[src/logic/adc_seq_map.svh]
// Constants for the converter sequencer control block.
`ifndef ADC_SEQ_MAP_SVH
`define ADC_SEQ_MAP_SVH
`define CLK_FREQ_MHZ       40
`define STAB_TIME_NS       1000
`define STAB_CYCLES        ((`STAB_TIME_NS * `CLK_FREQ_MHZ + 999) / 1000)
`define CONV_MIN_NS        3100
`define CONV_MAX_NS        15500
`define CONV_MIN_CYCLES    ((`CONV_MIN_NS * `CLK_FREQ_MHZ + 999) / 1000)
`define CONV_MAX_CYCLES    ((`CONV_MAX_NS * `CLK_FREQ_MHZ) / 1000)
`define NUM_CHANNELS       12
`define RESULT_WIDTH       10
`endif

[src/logic/adc_seq_pkg.sv]
// Types shared by the converter sequencer control block.
package adc_seq_pkg;
    typedef enum logic [2:0] {
        ST_OFF,
        ST_STAB,
        ST_WAIT_TRIG,
        ST_CONVERT,
        ST_FINISH
    } seq_state_t;
endpackage : adc_seq_pkg

[src/logic/adc_conv_timer.sv]
// Conversion timer producing a done pulse after a programmable cycle count.
`timescale 1ns/100ps
`include "adc_seq_map.svh"
module adc_conv_timer #(
    parameter int CW = 10
) (
    input  wire logic          clk,       // System clock.
    input  wire logic          reset,     // Synchronous reset.
    input  wire logic          start,     // Restart the count from zero.
    input  wire logic          run,       // Count while high.
    input  wire logic [CW-1:0] length,    // Cycles per conversion.
    output logic               done       // One-cycle end pulse.
);
    logic [CW-1:0] count_reg;
    logic [CW-1:0] count_next;
    logic          done_next;
    logic          done_reg;

    always_comb begin
        count_next = count_reg;
        done_next  = 1'b0;
        if (start || !run) begin
            count_next = '0;
        end else if (count_reg + CW'(1) >= length) begin
            count_next = '0;
            done_next  = 1'b1;
        end else begin
            count_next = count_reg + CW'(1);
        end
    end

    always_ff @(posedge clk) begin
        if (reset) begin
            count_reg <= '0;
            done_reg  <= 1'b0;
        end else begin
            count_reg <= count_next;
            done_reg  <= done_next;
        end
    end

    assign done = done_reg;
endmodule : adc_conv_timer

[src/logic/adc_sequencer_control.sv]
// Control and result logic of a multi-channel successive approximation ADC.
`timescale 1ns/100ps
`include "adc_seq_map.svh"
module adc_sequencer_control #(
    parameter int NCH  = `NUM_CHANNELS,
    parameter int RW   = `RESULT_WIDTH,
    parameter int STAB = `STAB_CYCLES
) (
    input  wire logic            clk,          // 40 MHz clock.
    input  wire logic            reset,        // Synchronous active high.
    input  wire logic            converterEnableBit, // Converter enable.
    input  wire logic            hwTriggerMode, // 1: hardware trigger mode.
    input  wire logic            scanMode,     // 1: scan, 0: select mode.
    input  wire logic [3:0]      channelSelect, // Selected or last channel.
    input  wire logic            compareEnable, // Compare mode enabled.
    input  wire logic            compareConditionBit, // 1: ge, 0: lt.
    input  wire logic [7:0]      compareThreshold, // Threshold byte.
    input  wire logic [9:0]      convCycles,   // Cycles per conversion.
    input  wire logic            regWrite,     // Write to mode/chan/compare.
    input  wire logic            hwTrigger,    // Hardware trigger pulse.
    input  wire logic [RW-1:0]   sarResult,    // Analog core result.
    input  wire logic [3:0]      readChannel,  // Result read index.
    output logic [RW-1:0]        conversionResult, // Result of readChannel.
    output logic [7:0]           resultHighByte, // High byte of that result.
    output logic [3:0]           activeChannel, // Channel being converted.
    output logic                 converterPowered, // Analog power on.
    output logic                 conversionActiveFlag, // Busy flag.
    output logic                 conversionDoneIrq // Done pulse.
);
    adc_seq_pkg::seq_state_t state_reg, state_next;
    logic [15:0]   stab_reg, stab_next;
    logic [3:0]    chan_reg, chan_next;
    logic          irq_reg, irq_next;
    logic          enPrev_reg;
    logic [RW-1:0] results_reg [NCH];
    logic          convDone;
    logic          convStart;
    logic          storeNow;
    logic          cmpHit;
    logic          convRun;

    function automatic logic compare_ok(input logic [7:0] hi,
                                        input logic [7:0] th,
                                        input logic       ge);
        compare_ok = ge ? (hi >= th) : (hi < th);
    endfunction : compare_ok

    adc_conv_timer #(.CW(10)) u_timer (
        .clk    (clk),
        .reset  (reset),
        .start  (convStart),
        .run    (convRun),
        .length (convCycles),
        .done   (convDone)
    );

    // A new conversion starts on entry to convert or on restart.
    assign convStart = (state_reg != adc_seq_pkg::ST_CONVERT) ||
                       regWrite;
    // The timer stops when disabled, so no late done pulse follows a stop.
    assign convRun = (state_reg == adc_seq_pkg::ST_CONVERT) &&
                     converterEnableBit;
    // The compare looks at the high byte of the word that would be stored.
    assign cmpHit = compare_ok(sarResult[RW-1 -: 8], compareThreshold,
                               compareConditionBit);

    // Sequencer: off, stabilise, wait for a trigger, convert, then finish.
    always_comb begin
        state_next = state_reg;
        stab_next  = stab_reg;
        chan_next  = chan_reg;
        irq_next   = 1'b0;
        storeNow   = 1'b0;
        case (state_reg)
            adc_seq_pkg::ST_OFF: begin
                stab_next = '0;
                if (converterEnableBit && !enPrev_reg) begin
                    state_next = adc_seq_pkg::ST_STAB;
                end
            end
            adc_seq_pkg::ST_STAB: begin
                stab_next = stab_reg + 16'h0001;
                if (stab_reg + 16'h0001 >= 16'(STAB)) begin
                    state_next = hwTriggerMode ? adc_seq_pkg::ST_WAIT_TRIG
                                               : adc_seq_pkg::ST_CONVERT;
                    chan_next  = scanMode ? 4'h0 : channelSelect;
                end
            end
            adc_seq_pkg::ST_WAIT_TRIG: begin
                if (hwTrigger) begin
                    state_next = adc_seq_pkg::ST_CONVERT;
                    chan_next  = scanMode ? 4'h0 : channelSelect;
                end
            end
            adc_seq_pkg::ST_CONVERT: begin
                if (regWrite) begin
                    chan_next = scanMode ? 4'h0 : channelSelect;
                    if (hwTriggerMode) begin
                        state_next = adc_seq_pkg::ST_WAIT_TRIG;
                    end // else the timer restarts in place.
                end else if (convDone) begin
                    state_next = adc_seq_pkg::ST_FINISH;
                end
            end
            adc_seq_pkg::ST_FINISH: begin
                if (!compareEnable) begin
                    storeNow = 1'b1;
                    irq_next = !scanMode || chan_reg == channelSelect;
                end else if (!scanMode) begin
                    storeNow = cmpHit;
                    irq_next = cmpHit;
                end else begin
                    storeNow = 1'b1;
                    irq_next = (chan_reg == 4'h0) && cmpHit;
                end
                if (scanMode && chan_reg != channelSelect) begin
                    chan_next  = chan_reg + 4'h1;
                    state_next = adc_seq_pkg::ST_CONVERT;
                end else begin
                    chan_next  = scanMode ? 4'h0 : channelSelect;
                    state_next = hwTriggerMode ? adc_seq_pkg::ST_WAIT_TRIG
                                               : adc_seq_pkg::ST_CONVERT;
                end
            end
            default: state_next = adc_seq_pkg::ST_OFF;
        endcase
        if (!converterEnableBit) begin
            state_next = adc_seq_pkg::ST_OFF;
        end
    end

    always_ff @(posedge clk) begin
        if (reset) begin
            state_reg  <= adc_seq_pkg::ST_OFF;
            stab_reg   <= '0;
            chan_reg   <= '0;
            irq_reg    <= 1'b0;
            enPrev_reg <= 1'b0;
        end else begin
            state_reg  <= state_next;
            stab_reg   <= stab_next;
            chan_reg   <= chan_next;
            irq_reg    <= irq_next;
            enPrev_reg <= converterEnableBit;
        end
    end

    // Result store; a stored word may be stale after a restart.
    always_ff @(posedge clk) begin
        if (reset) begin
            for (int i = 0; i < NCH; i++) begin
                results_reg[i] <= '0;
            end
        end else if (storeNow && chan_reg < 4'(NCH)) begin
            results_reg[chan_reg] <= sarResult;
        end
    end

    assign conversionResult = (readChannel < 4'(NCH)) ?
                              results_reg[readChannel] : '0;
    assign resultHighByte   = conversionResult[RW-1 -: 8];
    assign activeChannel    = chan_reg;
    assign converterPowered = (state_reg != adc_seq_pkg::ST_OFF);
    // The busy flag covers the finish cycle so that a store never looks idle.
    assign conversionActiveFlag =
        (state_reg == adc_seq_pkg::ST_CONVERT) ||
        (state_reg == adc_seq_pkg::ST_FINISH);
    assign conversionDoneIrq = irq_reg;

    // Checks on the rules that this block carries out.
    chk_disable_powers_down: assert property (@(posedge clk)
        disable iff (reset) !converterEnableBit |=> !converterPowered)
        else $error("Converter still powered after disable.");
    chk_stab_before_conv: assert property (@(posedge clk)
        disable iff (reset) $rose(converterEnableBit) && !enPrev_reg |=>
        !conversionActiveFlag [*2])
        else $error("Conversion began during stabilization.");
    chk_select_irq_cause: assert property (@(posedge clk)
        disable iff (reset) state_reg == adc_seq_pkg::ST_FINISH &&
        compareEnable && !scanMode && !cmpHit |=> !conversionDoneIrq)
        else $error("Select mode interrupt without compare match.");
    chk_select_irq_hit: assert property (@(posedge clk)
        disable iff (reset) state_reg == adc_seq_pkg::ST_FINISH &&
        compareEnable && !scanMode && cmpHit && converterEnableBit
        |=> conversionDoneIrq)
        else $error("Select mode match gave no interrupt.");
    chk_scan_irq_first: assert property (@(posedge clk)
        disable iff (reset) state_reg == adc_seq_pkg::ST_FINISH &&
        compareEnable && scanMode && chan_reg != 4'h0
        |=> !conversionDoneIrq)
        else $error("Scan interrupt from a later channel.");
    chk_hw_abort_wait: assert property (@(posedge clk)
        disable iff (reset) state_reg == adc_seq_pkg::ST_CONVERT &&
        regWrite && hwTriggerMode && converterEnableBit
        |=> state_reg == adc_seq_pkg::ST_WAIT_TRIG)
        else $error("Hardware mode write did not return to trigger wait.");
    chk_sw_restart: assert property (@(posedge clk)
        disable iff (reset) state_reg == adc_seq_pkg::ST_CONVERT &&
        regWrite && !hwTriggerMode && converterEnableBit
        |=> conversionActiveFlag && !convDone)
        else $error("Software mode write did not restart conversion.");
    chk_flag_tracks: assert property (@(posedge clk)
        disable iff (reset) convDone |-> conversionActiveFlag)
        else $error("Conversion ended with busy flag clear.");
    chk_enable_powers_up: assert property (@(posedge clk)
        disable iff (reset) $rose(converterEnableBit) |=> converterPowered)
        else $error("Enable did not start stabilization.");
    chk_irq_one_cycle: assert property (@(posedge clk)
        disable iff (reset) conversionDoneIrq |=> !conversionDoneIrq)
        else $error("Done interrupt stood longer than one cycle.");
    chk_off_not_busy: assert property (@(posedge clk)
        disable iff (reset) !converterEnableBit |=> !conversionActiveFlag)
        else $error("Busy flag still set after disable.");

    // Cover points for the main scenarios.
    cov_select_irq: cover property (@(posedge clk) disable iff (reset)
        conversionDoneIrq && !scanMode);
    cov_scan_irq: cover property (@(posedge clk) disable iff (reset)
        conversionDoneIrq && scanMode);
    cov_restart: cover property (@(posedge clk) disable iff (reset)
        conversionActiveFlag && regWrite);
    cov_hw_abort: cover property (@(posedge clk) disable iff (reset)
        state_reg == adc_seq_pkg::ST_CONVERT && regWrite && hwTriggerMode);
    cov_stab_exit: cover property (@(posedge clk) disable iff (reset)
        state_reg == adc_seq_pkg::ST_STAB ##1 conversionActiveFlag);
endmodule : adc_sequencer_control

[config.mk]
export PLATFORM = sky130hd
export DESIGN_NAME = adc_sequencer_control
export DESIGN_NICKNAME = d
export VERILOG_FILES = /design/src/logic/adc_seq_pkg.sv /design/src/logic/adc_conv_timer.sv /design/src/logic/adc_sequencer_control.sv
export VERILOG_INCLUDE_DIRS = /design/src /design/src/logic
export SDC_FILE = /design/constraint.sdc
export NUM_CORES = 1
export LEC_CHECK = 0
export ABC_AREA = 1
export BUFFER_PORTS_ARGS = -buffer_cell sky130_fd_sc_hd__buf_4
export CAP_MARGIN = 25
export CELL_PAD_IN_SITES_DETAIL_PLACEMENT = 0
export CELL_PAD_IN_SITES_GLOBAL_PLACEMENT = 1
export CORE_MARGIN = 8
export CORE_UTILIZATION = 30
export CTS_BUF_LIST = sky130_fd_sc_hd__clkbuf_4 sky130_fd_sc_hd__clkbuf_8
export CTS_CLUSTER_DIAMETER = 40
export DETAILED_ROUTE_END_ITERATION = 10
export PLACE_DENSITY = 0.64
export SLEW_MARGIN = 5
export SYNTH_ARGS = -nofsm -noshare
export SYNTH_HDL_FRONTEND = slang
export SYNTH_SLANG_ARGS = --single-unit
[constraint.sdc]
create_clock -name clk -period 3.4 [get_ports clk]
set_clock_uncertainty 0.2 [all_clocks]
set_input_delay 0.34 -clock clk [delete_from_list [all_inputs] [get_ports clk]]
set_output_delay 0.34 -clock clk [all_outputs]
set_load 0.1 [all_outputs]
==> flow_summary.json <==
{
  "via_per_inst": 4.83,
  "core_area_um2": 26800,
  "synthArstFlopShare_pct": 0,
  "fin_ws_ns": 0.496,
  "routabilityCongestion": 0.803,
  "drt_iter0_markers": 616,
  "hold_viol_final": 0,
  "synth_edf_count": 120,
  "hold_class": "in -> reg",
  "h-tree-depth": 4,
  "vias": 6579,
  "ant_nets": 0,
  "reg2reg_depth": 13,
  "synth-seq-cells": 156,
  "critPathSlowestCell": "dfxtp_1",
  "drcViolationCount": 0,
  "wl_per_cell_um": 17.0,
  "worst-r2r-setup-slack_ns": 0.50,
  "ys.flop_type": "edfxtp_1",
  "diodes": 0,
  "first_pass_iters": 6,
  "yosysSeqAreaShare_pct": 53.0,
  "grt.overflow.total": 0,
  "dpl-instance-area_um2": 8970,
  "ctsHoldBuffers": 4,
  "slowest_delay_ns": 0.45,
  "die_x_um": 181,
  "power-per-cell-area_nw_per_um2": 448,
  "layout-drive-gt1-share_pct": 13.5,
  "slew_headroom_pct": 54.5,
  "ir_drop_mv": 0.208,
  "finalPower_mw": 4.21,
  "fp.dieArea_um2": 32700,
  "rsz0062_at_grt": "no",
  "tightest_slew_ns": 0.682,
  "grt_pass1_wl_um": 35700,
  "grt_pass1_vias": 6266,
  "crit_path_start_kind": "register",
  "cts-resized-gates": 0,
  "syn_nets": 1026,
  "final_core_util_pct": 35.1,
  "clock_sinks": 156,
  "critPathRequiredTime_ns": 3.57,
  "tns_ns": 0,
  "period_needed_ns": 2.90,
  "post-dp-hpwl_um": 16000,
  "crit_type": "reg -> reg",
  "largest_reg_flops": 120,
  "area_growth_syn_to_layout_pct": 15.3,
  "reg2reg_from": "u_timer.count_reg[0]$_SDFF_PP0_",
  "wl_um": 23100,
  "synth_top_area_share_pct": 44.2,
  "place_ws_ns": 0.500,
  "synthTopCellsByArea": "edfxtp_1 44%, nor2_1 12%, dfxtp_1 8.8%",
  "grt_usage_pct": 14.0,
  "cts_buffers": 17,
  "r2r-end": "u_timer.count_reg[2]$_SDFF_PP0_",
  "drv_slew": 0,
  "grt_max_degree": 61,
  "path_clk_slew_ns": 0.10,
  "rows": 60,
  "start_util_pct": 30.4,
  "netlist_area_um2": 8150,
  "layout_common_cells": "266 x nor2_1, 139 x nand2_1, 120 x edfxtp_1",
  "synth_area_per_cell_um2": 8.52,
  "io-pin-count": 70,
  "clk_path_buf_depth": 2,
  "synth_warnings": 0,
  "startpoint": "u_timer.count_reg[0]$_SDFF_PP0_",
  "max_freq_ghz": 0.344,
  "post_cts_buffers": 0,
  "crit_chain": "ha_1, nand2_1, nor2_1, nand4_1, xor2_1, inv_1, ha_1, nand2_1, nor2_1, a211oi_1, nand4_1, nand2b_1, nor3_1",
  "stdcell_area_um2": 9400,
  "clock_latency_ns": 0.45,
  "cp_max_fo": 10,
  "die_h_um": 181,
  "yosysTopAreaCell": "edfxtp_1",
  "port_buffers": 69,
  "leakage_nw": 3.91,
  "syn-instance-count": 957,
  "crit_path_end_kind": "register",
  "ys_types": 39,
  "outcome": "finished clean",
  "tritoncts": "yes",
  "maxCapViolCount": 0,
  "antenna_found_initial": 0,
  "finalSetupViolCount": 0,
  "crit_path_end": "u_timer.count_reg[2]$_SDFF_PP0_",
  "period_share_pct": 85.4,
  "clockRootBuffer": "clkbuf_8",
  "cp.arrival_ns": 3.07,
  "nNetsFinal": 1076,
  "final_common_cell": "nor2_1"
}
-- synthesized netlist by cell type, types with 4 or more instances --
cell / count
nor2_2: 4
buf_4: 9
nor3_1: 4
buf_2: 15
inv_1: 86
ha_1: 24
nand2_1: 139
o211ai_1: 22
nand3_1: 23
a32o_1: 10
dfxtp_1: 36
xor2_1: 9
a21oi_1: 27
nor2_1: 266
o32ai_1: 10
nand4_1: 27
o21ai_0: 61
clkbuf_1: 38
edfxtp_1: 120
-- report_power, final --
part	switching (mW)	internal, mW
combinational	0.514	0.170
clock	0.832	0.562
sequential	0.0302	2.10
-- critical path, delay by kind of cell, from the launching register on --
family | cells | cell delay [ns]
AO/OA/AOI/OAI | 1 | 0.20
flip-flops | 1 | 0.45
XOR/XNOR | 1 | 0.22
AND/OR/NAND/NOR | 8 | 1.17
buffers and inverters | 1 | 0.07
adder cells (fa/ha/maj) | 2 | 0.53
-- layout make-up --
| class | instances | area [µm²] |
|---|---|---|
| well taps | 341 | 427 |
| repair buffers | 93 | 721 |
| flip-flops and latches | 156 | 4320 |
| inverters | 90 | 338 |
| multi-input cells | 649 | 3200 |
| fillers | 2809 | 17400 |
| clock inverters | 14 | 140 |
| clock buffers | 18 | 241 |
-- kinds of logic (layout without fill, tap and decap cells) --
group                      after synthesis  count (layout)  share of synthesized area, %
AOI/OAI and AO/OA                      139             139                          10.5
xor gates and xnor gates                10              10                          1.07
adders and majority gates               24              24                          3.68
buffers and inverters                  152             215                          7.64
DFF                                    156             156                          53.0
and+or+nand+nor                        476             476                          24.0
-- per-stage QoR --
| step | hold WS (ns) | cells |
|---|---|---|
| 2_1_floorplan | 0.255 | 957 |
| 3_3_place_gp | 0.273 | 1325 |
| 3_5_place_dp | 0.286 | 1325 |
| 4_1_cts | 0.0186 | 1361 |
| 5_1_grt | 0.0413 | 1361 |
| 6_report | 0.0374 | 1361 |
-- routing by layer --
metal	GRT usage [%]	routed length (µm)	vias up
li1	-	-	3289
met4	3.01	218	0
met5	0	0	-
met1	18.9	11000	3114
met3	3.07	1080	18
met2	22.7	10700	158
-- worst min path at each step --
stage,from,endpoint,slack [ns],depth (start not counted)
final,scanMode,conversionDoneIrq$_SDFF_PP0_,0.04,4
after global routing,scanMode,conversionDoneIrq$_SDFF_PP0_,0.04,4
after CTS,scanMode,conversionDoneIrq$_SDFF_PP0_,0.02,4
after detailed placement,stab_reg[15]$_SDFFE_PP0P_,stab_reg[15]$_SDFFE_PP0P_,0.29,2
after global placement,u_timer.count_reg[0]$_SDFF_PP0_,u_timer.count_reg[0]$_SDFF_PP0_,0.27,1
after floorplan,u_timer.count_reg[0]$_SDFF_PP0_,u_timer.count_reg[0]$_SDFF_PP0_,0.26,1
No activity file was read; power rests on OpenSTA's default activity.
